File: config.mk
export PLATFORM = sky130hd
export DESIGN_NAME = dtc_timer_top
export DESIGN_NICKNAME = d
export VERILOG_FILES = /design/src/logic/dtc_pkg.sv /design/src/logic/dtc_clock_select.sv /design/src/logic/dtc_timer_top.sv
export SDC_FILE = /design/constraint.sdc
export NUM_CORES = 1
export LEC_CHECK = 0
export ABC_AREA = 0
export CAP_MARGIN = 40
export CELL_PAD_IN_SITES_DETAIL_PLACEMENT = 0
export CELL_PAD_IN_SITES_GLOBAL_PLACEMENT = 1
export CORE_MARGIN = 2
export CORE_UTILIZATION = 51
export CTS_CLUSTER_DIAMETER = 150
export DETAILED_ROUTE_END_ITERATION = 8
export DONT_BUFFER_PORTS = 1
export MAX_ROUTING_LAYER = met4
export PLACE_DENSITY = 0.89
export RECOVER_POWER = 50
export SLEW_MARGIN = 15
export SYNTH_ARGS = -nofsm -noshare
export SYNTH_HDL_FRONTEND = slang
export SYNTH_HIERARCHICAL = 1
export SYNTH_SLANG_ARGS = --single-unit
File: constraint.sdc
create_clock -name clk -period 5.7 [get_ports clk]
set_clock_uncertainty 0.1 [all_clocks]
set_input_delay 0.57 -clock clk [delete_from_list [all_inputs] [get_ports clk]]
set_output_delay 0.57 -clock clk [all_outputs]
set_load 0.02 [all_outputs]
File: src/logic/dtc_pkg.sv
`default_nettype none
package dtc_pkg;
    // bus shape
    localparam int ADDR_W = 8;
    localparam int DATA_W = 32;
    // register byte offsets
    localparam logic [ADDR_W-1:0] OFF_T3_CTL = 8'h00;
    localparam logic [ADDR_W-1:0] OFF_T3_PER = 8'h04;
    localparam logic [ADDR_W-1:0] OFF_T3_PW = 8'h08;
    localparam logic [ADDR_W-1:0] OFF_T4_CTL = 8'h0C;
    localparam logic [ADDR_W-1:0] OFF_T4_PER = 8'h10;
    localparam logic [ADDR_W-1:0] OFF_T4_PW = 8'h14;
    localparam logic [ADDR_W-1:0] OFF_STATUS = 8'h18;
    localparam logic [ADDR_W-1:0] OFF_CONFIG = 8'h1C;
    // control register fields
    localparam int CTL_PRESET_BIT = 7;
    localparam int CTL_CK_HI = 6;
    localparam int CTL_CK_LO = 4;
    localparam int CTL_RUN_BIT = 3;
    localparam int CTL_MODE_HI = 2;
    localparam int CTL_MODE_LO = 0;
    // config register fields
    localparam int CFG_LOWOPT_BIT = 0;
    localparam int CFG_SLOW_BIT = 1;
    // reset values
    localparam logic [7:0] REG8_RST = 8'h00;
    localparam logic [1:0] CFG_RST = 2'h0;
    // operating modes
    typedef enum logic [2:0] {
        MODE_TIMER = 3'b000,
        MODE_PDO = 3'b001,
        MODE_PWM = 3'b010,
        MODE_CASCADE = 3'b011,
        MODE_T16 = 3'b100,
        MODE_WARMUP = 3'b101,
        MODE_PWM16 = 3'b110,
        MODE_RSVD = 3'b111
    } dtc_mode_t;
    // source clock selects
    localparam logic [2:0] SEL_SLOWEST = 3'b000;
    localparam logic [2:0] SEL_FC_D7 = 3'b001;
    localparam logic [2:0] SEL_FC_D5 = 3'b010;
    localparam logic [2:0] SEL_FC_D3 = 3'b011;
    localparam logic [2:0] SEL_FS = 3'b100;
    localparam logic [2:0] SEL_FC_D1 = 3'b101;
    localparam logic [2:0] SEL_FC = 3'b110;
    localparam logic [2:0] SEL_PIN = 3'b111;
    // divider exponents
    localparam int DIV_W = 11;
    localparam int EXP_SLOWEST = 11;
    localparam int EXP_D7 = 7;
    localparam int EXP_D5 = 5;
    localparam int EXP_D3 = 3;
    localparam int EXP_D1 = 1;
    localparam logic [2:0] FS_DIV_LAST = 3'h7;
    // responses
    localparam logic [1:0] RESP_OKAY = 2'b00;
    localparam logic [1:0] RESP_SLVERR = 2'b10;
    localparam logic [7:0] CNT_TOP = 8'hFF;
    localparam logic [15:0] CNT16_TOP = 16'hFFFF;
endpackage : dtc_pkg
`default_nettype wire

File: src/logic/dtc_clock_select.sv
`timescale 1ns/1ps
`default_nettype none
module dtc_clock_select (
    input wire logic clk, // system clock, high_freq_clock
    input wire logic sys_rst, // async reset, active high
    input wire logic [dtc_pkg::DIV_W-1:0] divCount, // shared prescaler
    input wire logic lowClkPin, // low_freq_clock pin
    input wire logic extPin, // external count pin
    input wire logic [2:0] sel, // clock select field
    input wire logic lowOpt, // divider_low_clock_option
    input wire logic slowMode, // slow or sleep operation
    input wire logic fcAllowed, // warm-up use of fc
    output logic tick // one-cycle count enable
);
    import dtc_pkg::*;

    logic [2:0] lowSync_reg, lowSync_next;
    logic [2:0] extSync_reg, extSync_next;
    logic [2:0] fsDiv_reg, fsDiv_next;
    logic fsTick, extTick, fs8Tick;

    // true when the low n prescaler bits are all ones
    function automatic logic fcTick(input logic [DIV_W-1:0] cnt,
                                    input int n);
        logic [DIV_W-1:0] mask;
        mask = DIV_W'((32'h1 << n) - 32'h1);
        return (cnt & mask) == mask;
    endfunction : fcTick

    // synchronisers, rising edge detect, low clock divide by eight
    always_comb begin
        lowSync_next = {lowSync_reg[1:0], lowClkPin};
        extSync_next = {extSync_reg[1:0], extPin};
        fsTick = lowSync_reg[1] & ~lowSync_reg[2];
        extTick = extSync_reg[1] & ~extSync_reg[2];
        fsDiv_next = fsTick ? fsDiv_reg + 3'h1 : fsDiv_reg;
        fs8Tick = fsTick && (fsDiv_reg == FS_DIV_LAST);
    end

    always_ff @(posedge clk or posedge sys_rst) begin
        if (sys_rst) begin
            lowSync_reg <= 3'h0;
            extSync_reg <= 3'h0;
            fsDiv_reg <= 3'h0;
        end else begin
            lowSync_reg <= lowSync_next;
            extSync_reg <= extSync_next;
            fsDiv_reg <= fsDiv_next;
        end
    end

    // source clock mux
    always_comb begin
        unique case (sel)
            SEL_SLOWEST: tick = (lowOpt || slowMode) ? fs8Tick
                : fcTick(divCount, EXP_SLOWEST);
            SEL_FC_D7: tick = !slowMode && fcTick(divCount, EXP_D7);
            SEL_FC_D5: tick = !slowMode && fcTick(divCount, EXP_D5);
            SEL_FC_D3: tick = !slowMode && fcTick(divCount, EXP_D3);
            SEL_FS: tick = fsTick;
            SEL_FC_D1: tick = !slowMode && fcTick(divCount, EXP_D1);
            SEL_FC: tick = !slowMode || fcAllowed;
            SEL_PIN: tick = extTick;
        endcase
    end

    ////////////////////////////////////////////////////////////////////////
    property p_fc8;
        @(posedge clk) disable iff (sys_rst)
        (sel == SEL_FC_D3 && !slowMode && tick) |=>
            (!tick || sel != SEL_FC_D3)[*7];
    endproperty
    a_fc8: assert property (p_fc8)
        else $error("divide-by-8 source ticked early");

    property p_fc_slow;
        @(posedge clk) disable iff (sys_rst)
        (sel == SEL_FC && slowMode && !fcAllowed) |-> !tick;
    endproperty
    a_fc_slow: assert property (p_fc_slow)
        else $error("undivided clock used in slow mode");
endmodule : dtc_clock_select
`default_nettype wire

File: src/logic/dtc_timer_top.sv
`timescale 1ns/1ps
`default_nettype none
// Function
// - unit three has control, 8-bit period and 8-bit pulse-width registers.
// - unit four mirrors unit three with its own three registers.
// - clock select picks prescaled high, low, or pin clock per code.
// - run bit 0 halts and clears the counter; 1 runs it.
// - mode 001 divider output, 010 PWM, 011 sixteen-bit chained.
// - the starting write may load new mode, clock and preset.
// - chained use needs unit three mode 011; unit four picks mode.
// - chained clock from unit three; run and preset from unit four.
// - undivided high clock in slow mode only for warm-up.
module dtc_timer_top (
    input wire logic clk, // 100 MHz system clock
    input wire logic sys_rst, // async reset, active high
    input wire logic [dtc_pkg::ADDR_W-1:0] awaddr, // write address
    input wire logic awvalid, // write address valid
    output logic awready, // write address ready
    input wire logic [dtc_pkg::DATA_W-1:0] wdata, // write data
    input wire logic [3:0] wstrb, // byte enables
    input wire logic wvalid, // write data valid
    output logic wready, // write data ready
    output logic [1:0] bresp, // write response
    output logic bvalid, // write response valid
    input wire logic bready, // write response ready
    input wire logic [dtc_pkg::ADDR_W-1:0] araddr, // read address
    input wire logic arvalid, // read address valid
    output logic arready, // read address ready
    output logic [dtc_pkg::DATA_W-1:0] rdata, // read data
    output logic [1:0] rresp, // read response
    output logic rvalid, // read data valid
    input wire logic rready, // read data ready
    input wire logic lowClkPin, // low frequency clock pin
    input wire logic timer3Pin, // unit three external count pin
    input wire logic timer4Pin, // unit four external count pin
    output logic timer3Out, // unit three output flip-flop
    output logic timer4Out // unit four output flip-flop
);
    import dtc_pkg::*;

    ////////////////////////////////////////////////////////////////////////
    // bus slave state
    logic awHeld_reg, awHeld_next, wHeld_reg, wHeld_next;
    logic [ADDR_W-1:0] awAddr_reg, awAddr_next;
    logic [7:0] wByte_reg, wByte_next;
    logic wEn_reg, wEn_next;
    logic awready_reg, awready_next, wready_reg, wready_next;
    logic bvalid_reg, bvalid_next, arready_reg, arready_next;
    logic rvalid_reg, rvalid_next;
    logic [1:0] bresp_reg, bresp_next, rresp_reg, rresp_next;
    logic [DATA_W-1:0] rdata_reg, rdata_next;
    logic doWrite;
    // register file
    logic [7:0] ctl3_reg, ctl3_next, per3_reg, per3_next, pw3_reg, pw3_next;
    logic [7:0] ctl4_reg, ctl4_next, per4_reg, per4_next, pw4_reg, pw4_next;
    logic [1:0] cfg_reg, cfg_next;
    // timer state
    logic [DIV_W-1:0] div_reg, div_next;
    logic [7:0] cnt3_reg, cnt3_next, cnt4_reg, cnt4_next;
    logic [7:0] pwb3_reg, pwb3_next, pwb4_reg, pwb4_next;
    logic ff3_reg, ff3_next, ff4_reg, ff4_next;
    logic run3Prev_reg, run3Prev_next, run4Prev_reg, run4Prev_next;
    logic tick3, tick4, chained, run3, run4, start3, start4, warm;
    logic [2:0] mode3, mode4;
    logic [15:0] c16, c16Inc, pw16;
    logic [8:0] step3, step4;

    function automatic logic isMapped(input logic [ADDR_W-1:0] a);
        return a == OFF_T3_CTL || a == OFF_T3_PER || a == OFF_T3_PW ||
               a == OFF_T4_CTL || a == OFF_T4_PER || a == OFF_T4_PW ||
               a == OFF_STATUS || a == OFF_CONFIG;
    endfunction : isMapped

    // one source tick of an 8-bit unit: returns {flip-flop, counter}
    function automatic logic [8:0] unitStep(input logic [2:0] mode,
        input logic [7:0] cnt, input logic [7:0] per,
        input logic [7:0] pwb, input logic ff);
        logic [7:0] nxt;
        logic f;
        nxt = cnt + 8'h01;
        f = ff;
        unique case (mode)
            MODE_PWM: begin
                if (nxt == pwb) f = ~f;
                if (cnt == CNT_TOP) f = ~f;
            end
            MODE_PDO: if (nxt == per) begin
                nxt = REG8_RST;
                f = ~f;
            end
            default: if (nxt == per) nxt = REG8_RST;
        endcase
        return {f, nxt};
    endfunction : unitStep

    ////////////////////////////////////////////////////////////////////////
    // write and read channels
    always_comb begin
        awHeld_next = awHeld_reg;
        wHeld_next = wHeld_reg;
        awAddr_next = awAddr_reg;
        wByte_next = wByte_reg;
        wEn_next = wEn_reg;
        bvalid_next = bvalid_reg && !bready;
        bresp_next = bresp_reg;
        rvalid_next = rvalid_reg && !rready;
        rresp_next = rresp_reg;
        rdata_next = rdata_reg;
        doWrite = awHeld_reg && wHeld_reg && !bvalid_reg;
        if (awvalid && awready_reg) begin
            awHeld_next = 1'b1;
            awAddr_next = awaddr;
        end
        if (wvalid && wready_reg) begin
            wHeld_next = 1'b1;
            wByte_next = wdata[7:0];
            wEn_next = wstrb[0];
        end
        if (doWrite) begin
            awHeld_next = 1'b0;
            wHeld_next = 1'b0;
            bvalid_next = 1'b1;
            bresp_next = isMapped(awAddr_reg) ? RESP_OKAY : RESP_SLVERR;
        end
        if (arvalid && arready_reg) begin
            rvalid_next = 1'b1;
            rresp_next = isMapped(araddr) ? RESP_OKAY : RESP_SLVERR;
            unique case (araddr)
                OFF_T3_CTL: rdata_next = DATA_W'(ctl3_reg);
                OFF_T3_PER: rdata_next = DATA_W'(per3_reg);
                OFF_T3_PW: rdata_next = DATA_W'(pw3_reg);
                OFF_T4_CTL: rdata_next = DATA_W'(ctl4_reg);
                OFF_T4_PER: rdata_next = DATA_W'(per4_reg);
                OFF_T4_PW: rdata_next = DATA_W'(pw4_reg);
                OFF_STATUS: rdata_next =
                    DATA_W'({ff4_reg, ff3_reg, cnt4_reg, cnt3_reg});
                OFF_CONFIG: rdata_next = DATA_W'(cfg_reg);
                default: rdata_next = '0;
            endcase
        end
        awready_next = !awHeld_next && !bvalid_next;
        wready_next = !wHeld_next && !bvalid_next;
        arready_next = !rvalid_next;
    end

    // register file writes, whole fields at once so a start can reload
    always_comb begin
        ctl3_next = ctl3_reg;
        per3_next = per3_reg;
        pw3_next = pw3_reg;
        ctl4_next = ctl4_reg;
        per4_next = per4_reg;
        pw4_next = pw4_reg;
        cfg_next = cfg_reg;
        if (doWrite && wEn_reg) begin
            unique case (awAddr_reg)
                OFF_T3_CTL: ctl3_next = wByte_reg;
                OFF_T3_PER: per3_next = wByte_reg;
                OFF_T3_PW: pw3_next = wByte_reg;
                OFF_T4_CTL: ctl4_next = wByte_reg;
                OFF_T4_PER: per4_next = wByte_reg;
                OFF_T4_PW: pw4_next = wByte_reg;
                OFF_CONFIG: cfg_next = wByte_reg[1:0];
                default: ;
            endcase
        end
    end

    ////////////////////////////////////////////////////////////////////////
    // control decode, chained unit takes run and preset from unit four
    assign mode3 = ctl3_reg[CTL_MODE_HI:CTL_MODE_LO];
    assign mode4 = ctl4_reg[CTL_MODE_HI:CTL_MODE_LO];
    assign chained = mode3 == MODE_CASCADE;
    assign run4 = ctl4_reg[CTL_RUN_BIT];
    assign run3 = chained ? run4 : ctl3_reg[CTL_RUN_BIT];
    assign start3 = run3 && !run3Prev_reg;
    assign start4 = run4 && !run4Prev_reg;
    assign warm = chained && mode4 == MODE_WARMUP;
    assign c16 = {cnt4_reg, cnt3_reg};
    assign c16Inc = c16 + 16'h0001;
    assign pw16 = {pwb4_reg, pwb3_reg};
    assign step3 = unitStep(mode3, cnt3_reg, per3_reg, pwb3_reg, ff3_reg);
    assign step4 = unitStep(mode4, cnt4_reg, per4_reg, pwb4_reg, ff4_reg);

    dtc_clock_select u_clk3 (
        .clk(clk),
        .sys_rst(sys_rst),
        .divCount(div_reg),
        .lowClkPin(lowClkPin),
        .extPin(timer3Pin),
        .sel(ctl3_reg[CTL_CK_HI:CTL_CK_LO]),
        .lowOpt(cfg_reg[CFG_LOWOPT_BIT]),
        .slowMode(cfg_reg[CFG_SLOW_BIT]),
        .fcAllowed(warm),
        .tick(tick3)
    );

    dtc_clock_select u_clk4 (
        .clk(clk),
        .sys_rst(sys_rst),
        .divCount(div_reg),
        .lowClkPin(lowClkPin),
        .extPin(timer4Pin),
        .sel(ctl4_reg[CTL_CK_HI:CTL_CK_LO]),
        .lowOpt(cfg_reg[CFG_LOWOPT_BIT]),
        .slowMode(cfg_reg[CFG_SLOW_BIT]),
        .fcAllowed(1'b0),
        .tick(tick4)
    );

    // counters, output flip-flops, pulse width buffers
    always_comb begin
        div_next = div_reg + DIV_W'(1);
        cnt3_next = cnt3_reg;
        cnt4_next = cnt4_reg;
        ff3_next = ff3_reg;
        ff4_next = ff4_reg;
        pwb3_next = pwb3_reg;
        pwb4_next = pwb4_reg;
        run3Prev_next = run3;
        run4Prev_next = run4;
        if (!run3 || (chained && cnt3_reg == CNT_TOP && cnt4_reg == CNT_TOP)
            || (!chained && cnt3_reg == CNT_TOP)) pwb3_next = pw3_reg;
        if (!run4 || cnt4_reg == CNT_TOP) pwb4_next = pw4_reg;
        if (chained) begin
            if (!run4) begin
                {cnt4_next, cnt3_next} = 16'h0000;
            end else if (start4) begin
                {cnt4_next, cnt3_next} = 16'h0000;
                ff4_next = ctl4_reg[CTL_PRESET_BIT];
            end else if (tick3) begin
                {cnt4_next, cnt3_next} = c16Inc;
                if (mode4 == MODE_PWM16) begin
                    if (c16Inc == pw16) ff4_next = ~ff4_reg;
                    if (c16 == CNT16_TOP) ff4_next = ~ff4_reg;
                end else if (c16Inc == {per4_reg, per3_reg}) begin
                    {cnt4_next, cnt3_next} = 16'h0000;
                end
            end
        end else begin
            if (!run3) begin
                cnt3_next = REG8_RST;
            end else if (start3) begin
                cnt3_next = REG8_RST;
                ff3_next = ctl3_reg[CTL_PRESET_BIT];
            end else if (tick3) begin
                {ff3_next, cnt3_next} = step3;
            end
            if (!run4) begin
                cnt4_next = REG8_RST;
            end else if (start4) begin
                cnt4_next = REG8_RST;
                ff4_next = ctl4_reg[CTL_PRESET_BIT];
            end else if (tick4) begin
                {ff4_next, cnt4_next} = step4;
            end
        end
    end

    ////////////////////////////////////////////////////////////////////////
    always_ff @(posedge clk or posedge sys_rst) begin
        if (sys_rst) begin
            awHeld_reg <= 1'b0;
            wHeld_reg <= 1'b0;
            awAddr_reg <= '0;
            wByte_reg <= REG8_RST;
            wEn_reg <= 1'b0;
            awready_reg <= 1'b0;
            wready_reg <= 1'b0;
            bvalid_reg <= 1'b0;
            bresp_reg <= RESP_OKAY;
            arready_reg <= 1'b0;
            rvalid_reg <= 1'b0;
            rresp_reg <= RESP_OKAY;
            rdata_reg <= '0;
            ctl3_reg <= REG8_RST;
            per3_reg <= REG8_RST;
            pw3_reg <= REG8_RST;
            ctl4_reg <= REG8_RST;
            per4_reg <= REG8_RST;
            pw4_reg <= REG8_RST;
            cfg_reg <= CFG_RST;
            div_reg <= '0;
            cnt3_reg <= REG8_RST;
            cnt4_reg <= REG8_RST;
            pwb3_reg <= REG8_RST;
            pwb4_reg <= REG8_RST;
            ff3_reg <= 1'b0;
            ff4_reg <= 1'b0;
            run3Prev_reg <= 1'b0;
            run4Prev_reg <= 1'b0;
        end else begin
            awHeld_reg <= awHeld_next;
            wHeld_reg <= wHeld_next;
            awAddr_reg <= awAddr_next;
            wByte_reg <= wByte_next;
            wEn_reg <= wEn_next;
            awready_reg <= awready_next;
            wready_reg <= wready_next;
            bvalid_reg <= bvalid_next;
            bresp_reg <= bresp_next;
            arready_reg <= arready_next;
            rvalid_reg <= rvalid_next;
            rresp_reg <= rresp_next;
            rdata_reg <= rdata_next;
            ctl3_reg <= ctl3_next;
            per3_reg <= per3_next;
            pw3_reg <= pw3_next;
            ctl4_reg <= ctl4_next;
            per4_reg <= per4_next;
            pw4_reg <= pw4_next;
            cfg_reg <= cfg_next;
            div_reg <= div_next;
            cnt3_reg <= cnt3_next;
            cnt4_reg <= cnt4_next;
            pwb3_reg <= pwb3_next;
            pwb4_reg <= pwb4_next;
            ff3_reg <= ff3_next;
            ff4_reg <= ff4_next;
            run3Prev_reg <= run3Prev_next;
            run4Prev_reg <= run4Prev_next;
        end
    end

    // outputs straight from flip-flops
    assign awready = awready_reg;
    assign wready = wready_reg;
    assign bvalid = bvalid_reg;
    assign bresp = bresp_reg;
    assign arready = arready_reg;
    assign rvalid = rvalid_reg;
    assign rresp = rresp_reg;
    assign rdata = rdata_reg;
    assign timer3Out = ff3_reg;
    assign timer4Out = ff4_reg;

    ////////////////////////////////////////////////////////////////////////
    property p_per3;
        @(posedge clk) disable iff (sys_rst)
        (doWrite && wEn_reg && awAddr_reg == OFF_T3_PER)
            |=> per3_reg == $past(wByte_reg);
    endproperty
    a_per3: assert property (p_per3)
        else $error("period write lost");

    property p_stop;
        @(posedge clk) disable iff (sys_rst)
        !run3 |=> cnt3_reg == REG8_RST;
    endproperty
    a_stop: assert property (p_stop)
        else $error("stopped counter not cleared");

    property p_preset;
        @(posedge clk) disable iff (sys_rst)
        (!chained && start3) |=> ff3_reg == $past(ctl3_reg[CTL_PRESET_BIT]);
    endproperty
    a_preset: assert property (p_preset)
        else $error("preset not loaded at start");

    property p_pdo;
        @(posedge clk) disable iff (sys_rst)
        (!chained && run3 && !start3 && tick3 && mode3 == MODE_PDO &&
         step3[7:0] == REG8_RST) |=> ff3_reg != $past(ff3_reg);
    endproperty
    a_pdo: assert property (p_pdo)
        else $error("divider output did not toggle");

    property p_timer;
        @(posedge clk) disable iff (sys_rst)
        (!chained && run3 && !start3 && tick3 && mode3 == MODE_TIMER &&
         cnt3_reg + 8'h01 == per3_reg) |=> cnt3_reg == REG8_RST;
    endproperty
    a_timer: assert property (p_timer)
        else $error("timer did not clear at period");

    property p_start_load;
        @(posedge clk) disable iff (sys_rst)
        (doWrite && wEn_reg && awAddr_reg == OFF_T3_CTL &&
         !ctl3_reg[CTL_RUN_BIT] && wByte_reg[CTL_RUN_BIT])
            |=> mode3 == $past(wByte_reg[CTL_MODE_HI:CTL_MODE_LO]);
    endproperty
    a_start_load: assert property (p_start_load)
        else $error("start write dropped mode");

    property p_carry;
        @(posedge clk) disable iff (sys_rst)
        (chained && run4 && !start4 && tick3 && mode4 == MODE_T16 &&
         cnt3_reg == CNT_TOP && c16Inc != {per4_reg, per3_reg})
            |=> cnt4_reg == $past(cnt4_reg) + 8'h01;
    endproperty
    a_carry: assert property (p_carry)
        else $error("chained carry missing");

    property p_chain_run;
        @(posedge clk) disable iff (sys_rst)
        (chained && !run4) |=> (c16 == 16'h0000);
    endproperty
    a_chain_run: assert property (p_chain_run)
        else $error("chained counter ran while unit four stopped");
endmodule : dtc_timer_top
`default_nettype wire

==> results of run 1 <==
Yosys cell counts (19+ instances only):
master	n	area (um2)
nand3_1	36	180.2
inv_1	22	82.58
buf_4	22	165.2
xnor2_1	41	359.1
o21ai_0	29	145.1
mux2_2	91	1025
nor2_1	37	138.9
dfrtp_1	159	3979
a21oi_1	19	95.09
xor2_1	19	166.4
nand2_1	67	251.5
worst paths after layout:
kind	startpoint	to	slack, ns	cells past startpoint
min in group asynchronous	sys_rst	u_clk4/lowSync_reg[1]	0.51	2
worst max-delay path	cnt3_reg[0]	cnt3_reg[5]	1.86	8
max in group asynchronous	sys_rst	cnt4_reg[6]	3.23	3
worst max register to register	cnt3_reg[0]	cnt3_reg[5]	1.86	8
worst min-delay path	timer4Pin	u_clk4/extSync_reg[0]	0.07	0
worst min register to register	u_clk4/lowSync_reg[0]	u_clk4/lowSync_reg[1]	0.25	0
cell usage in the layout (no fill, tap or decap), types with 17 or more instances in the layout:
| cell type | Yosys | layout |
|---|---|---|
| mux2_2 | 91 | 91 |
| nor2_1 | 37 | 37 |
| a21oi_1 | 19 | 19 |
| xnor2_1 | 41 | 41 |
| nand2_1 | 67 | 67 |
| xor2_1 | 19 | 19 |
| nand3_1 | 36 | 36 |
| conb_1 | 1 | 17 |
| o21ai_0 | 29 | 29 |
| dfrtp_1 | 159 | 159 |
| inv_1 | 22 | 21 |
| clkbuf_16 | 0 | 17 |
through the flow:
stage | setup WS, ns | instance area, um2
after CTS | 1.855 | 9190
after detailed placement | 1.910 | 8581
final | 1.857 | 9201
after global routing | 1.566 | 9201
after floorplan | 1.249 | 8541
after global placement | 1.947 | 8546
logic make-up after synthesis:
kind of cell,share of synthesized area (%)
compound gates,10.34
xor+xnor,6.654
fa+ha+maj,1.033
buf+inv,4.397
flops,46.92
mux,14.09
other cells,0.04422
simple gates,16.52
layer usage:
| layer | vias to the layer above | global-route usage, % | part of all wire [%] |
|---|---|---|---|
| met5 | - | - | 0 |
| met4 | 0 | 7.706 | 2.3 |
| met3 | 39 | 5.211 | 5.5 |
| met2 | 203 | 40.39 | 49 |
| met1 | 3062 | 32.80 | 44 |
| li1 | 2821 | - | - |
worst max-delay path, delay by kind of cell (launching register included):
family	cells	cell delay (ns)
and+or+nand+nor	6	1.93
AOI/OAI and AO/OA	1	0.76
DFF	1	0.57
adders and majority gates	1	0.35
layout make-up:
| class | count | area [um2] |
|---|---|---|
| inverter | 22 | 83.83 |
| tap | 220 | 275.3 |
| fill | 1395 | 7206 |
| clock buffer | 18 | 429.2 |
| clock inverter | 14 | 170.2 |
| sequential | 159 | 3979 |
| timing repair buffer | 6 | 75.07 |
| multi-input combinational | 576 | 4189 |
power by group through the flow:
stage	clock network, W	registers, W	logic [W]
global placement	0	0.00155	0.000482
floorplan	0	0.00145	0.000453
CTS	0.00118	0.00154	0.000513
global route	0.00122	0.00157	0.000571
finish	0.00116	0.00155	0.000511
detailed placement	0	0.00156	0.000508
timing repair:
| item | CTS | global route |
|---|---|---|
| hold buffers | 1 | 0 |
| endpoints found under the hold margin | 56 | 0 |
| resized for setup | 0 | 0 |
==> impl_metrics.ini, run 1 <==
[pwr]
p_per_area_nw_per_um2 = 349.6
p_leak_nw = 4.011
switching_share_pct = 31.10
ir_drop_mv = 0.2809
power.internal_w = 0.002216
p_seq_share_pct = 48.1
clock_power_share_pct = 36.0
p_sw_w = 0.001001
p_total_w = 0.003217
pwr-share-comb_pct = 15.9

[route]
first_iter_violations = 525
firstDrtPassIters = 5
vias = 6125
ant_nets = 0
avgViaCountPerCell = 6.034
routed_wl_mm = 20.81
drc = 0
wl_per_cell_um = 20.51

[global_routing]
grt-ovfl-total = 0
grt_pass1_wl_mm = 33.83
antenna_found_initial = 0
first_global_vias = 6204
grt_max_degree = 66
track_usage_pct = 25.34

[synthesis]
async_reset_ff_share_pct = 100.0
synthFlopType = dfrtp_1
avgSynthCellArea_um2 = 10.75
ys_ff_latch = 159
synth-edff-count = 0
synth_cell_types = 76
yosysSeqAreaShare_pct = 46.92
syn_inst = 789
yosysWarnings = 6
syn_area_um2 = 8481

[sta]
hold_viol = 0
whs_ns = 0.06856
finalSetupTns_ns = 0
rsz0062_at_grt = false
relSlewSlack_pct = -26.57
setup_viol = 0
post-route-period-util_pct = 67.43
layout_min_cycle_time_ns = 3.843
tightest_slew_ns = 1.888
fmax_mhz = 260.2
finalMaxSlewViolations = 40

[placement]
placed_cells = 981
dp_hpwl_mm = 15.68
port_buffers = 0
gp_congestion = 0.9187

[cts]
cts_setup_buffers = 0
cts_buffers = 17
cts_root_buffer = clkbuf_16
htreeDepth = 4
clk_latency_ns = 0.43
tritoncts = built
path_clk_slew_ns = 0.07
clock_sinks = 159
cts_buffer_depth = 2

[worst_setup_path]
required_ns = 5.90
cp_cell_sequence = ha_1, nand3_1, nor2_1, nand3_1, a2111oi_4, nor2_2, and3_1, or3b_1
crit_path_end_kind = register
start_kind = register
cp_slowest_stage_delay_ns = 0.76
cp_slowest_cell = a2111oi_4
crit_arrival_ns = 4.05
cp_max_fo = 9
criticalPathCategory = register to register
cpMostUsedCell = nand3_1

[final_layout]
finalNetCount = 851
drive_gt1_share_pct = 18.87
syn_to_final_growth_pct = 8.498
final_util_pct = 56.08
largest_reg_flops = 18
final_cells = 1015
antenna_cells = 0

[floorplanning]
coreArea_um2 = 16410
die_w_um = 133.0
row_count = 47
die_h_um = 133.0
die_area_um2 = 17680
start_util_pct = 51.69
io_pins = 105

[job]
cap_violations = 1

[hold_path]
hold_class = primary input to register

[outcome]
violations = capacitance limit, slew limit
status = finished, violations left
No activity file was read; power rests on OpenSTA's default activity.
==> run 2: changes to the inputs <==
- clock period: 5.7 -> 3.75 ns (I/O delays scaled with it)
==> impl_metrics.ini, run 2 (synthesized netlist as in run 1, its figures left out) <==
[floorplanning]
start_util_pct = 51.69
row_count = 47
coreArea_um2 = 16410
io_pins = 105
die_area_um2 = 17680
die_h_um = 133.0
die_w_um = 133.0

[route]
drc = 0
routed_wl_mm = 21.13
avgViaCountPerCell = 6.002
ant_nets = 0
firstDrtPassIters = 5
first_iter_violations = 568
wl_per_cell_um = 20.04
vias = 6326

[sta]
rsz0062_at_grt = false
layout_min_cycle_time_ns = 3.370
hold_viol = 0
tightest_slew_ns = 1.471
finalMaxSlewViolations = 0
finalSetupTns_ns = 0
relSlewSlack_pct = 1.924
post-route-period-util_pct = 89.86
setup_viol = 0
fmax_mhz = 296.8

[global_routing]
antenna_found_initial = 0
grt_max_degree = 113
first_global_vias = 6466
track_usage_pct = 25.63
grt-ovfl-total = 0
grt_pass1_wl_mm = 33.98

[worst_setup_path]
r2r-end = cnt4_reg[7]
crit_arrival_ns = 3.57
start_kind = register
cp_cell_sequence = ha_1, buf_4, and3_1, nand2_1, nor4b_1, a31oi_1, a2111oi_4, buf_4, nor2_2, buf_4, nor3_2, a211oi_1
cpMostUsedCell = buf_4
cp_slowest_stage_delay_ns = 0.47
reg2reg_depth = 12
r2r-start = cnt3_reg[1]
crit_path_end_kind = register
cp_slowest_cell = dfrtp_1
timing.reg2reg.setup_slack_ns = 0.38
criticalPathCategory = register to register
cp_max_fo = 8
required_ns = 3.95

[hold_path]
whs_endpoint = wready
min_from = bready
hold_path_depth = 2
hold_class = primary input to register

[final_layout]
antenna_cells = 0
finalNetCount = 890
largest_reg_flops = 18
nFillCells = 1322
layout_common_cells = dfrtp_1, mux2_2, nand2_1, xnor2_1, nor2_1
syn_to_final_growth_pct = 12.38
final_common_cell = dfrtp_1
drive_gt1_share_pct = 19.66
final_util_pct = 58.09

[cts]
path_clk_slew_ns = 0.07
clock_sinks = 159
cts_buffers = 17
clk_latency_ns = 0.44
tritoncts = built
cts.repair.resized = 0
cts_buffer_depth = 2
htreeDepth = 4
cts_root_buffer = clkbuf_16

[pwr]
p_total_w = 0.004915
p_leak_nw = 4.174
ir_drop_mv = 0.4113
p_per_area_nw_per_um2 = 515.7

[outcome]
status = complete, no violations

[placement]
port_buffers = 0
gp_congestion = 0.8903
dp_hpwl_mm = 15.56

[job]
cap_violations = 0
## run 2: per-stage QoR
stage          std cells  area, um2  hold slack, ns  worst slack, ns
6_report            1054       9530         0.02117           0.3803
5_1_grt             1054       9530         0.04079           0.2486
4_1_cts             1052       9538         0.01720           0.4363
3_5_place_dp         996       8685          0.1346           0.4548
3_3_place_gp         995       8677          0.1246           0.4055
2_1_floorplan        805       8544          0.1029           0.7256
## run 2: final cells by class
type / instances / area (um2) / share of cell area (%)
sequential: 159 / 3979 / 41.75
tap: 220 / 275.3 / 2.888
clock buffer: 18 / 439.2 / 4.608
inverter: 22 / 83.83 / 0.8796
clock inverter: 14 / 173.9 / 1.825
multi-input combinational: 576 / 4189 / 43.95
timing repair buffer: 45 / 390.4 / 4.096
## run 2: timing repair
action / in CTS / in global routing
hold buffers: 24 / 0
buffers inserted: 0 / 0
endpoints found under the hold margin: 72 / 0
## run 2: worst max path at each step
stage / depth (start not counted) / to / from / slack [ns]
after floorplan: 9 / cnt3_reg[6] / cnt4_reg[6] / 0.73
after global routing: 10 / cnt4_reg[7] / cnt4_reg[2] / 0.25
after CTS: 10 / cnt4_reg[7] / cnt3_reg[6] / 0.44
after global placement: 9 / cnt3_reg[6] / cnt4_reg[2] / 0.41
after detailed placement: 12 / cnt4_reg[7] / cnt3_reg[1] / 0.45
final: 12 / cnt4_reg[7] / cnt3_reg[1] / 0.38
## run 2: routing by layer
layer  share of wire [%]  GRT usage [%]
met1                  42          31.23
met2                  49          41.34
met3                 5.1          3.831
met4                 3.8          13.68
met5                   0              -
## run 2: power breakdown
group / switching (W) / internal (W)
logic: 0.000411 / 0.000414
clock network: 0.000779 / 0.000970
registers: 0.000370 / 0.00197
## run 2: critical path: cells and delay by family (launching register included)
kind	cells	cell delay, ns
fa+ha+maj	1	0.22
simple gates	5	1.35
flops	1	0.47
compound gates	3	0.55
buf+inv	3	0.54
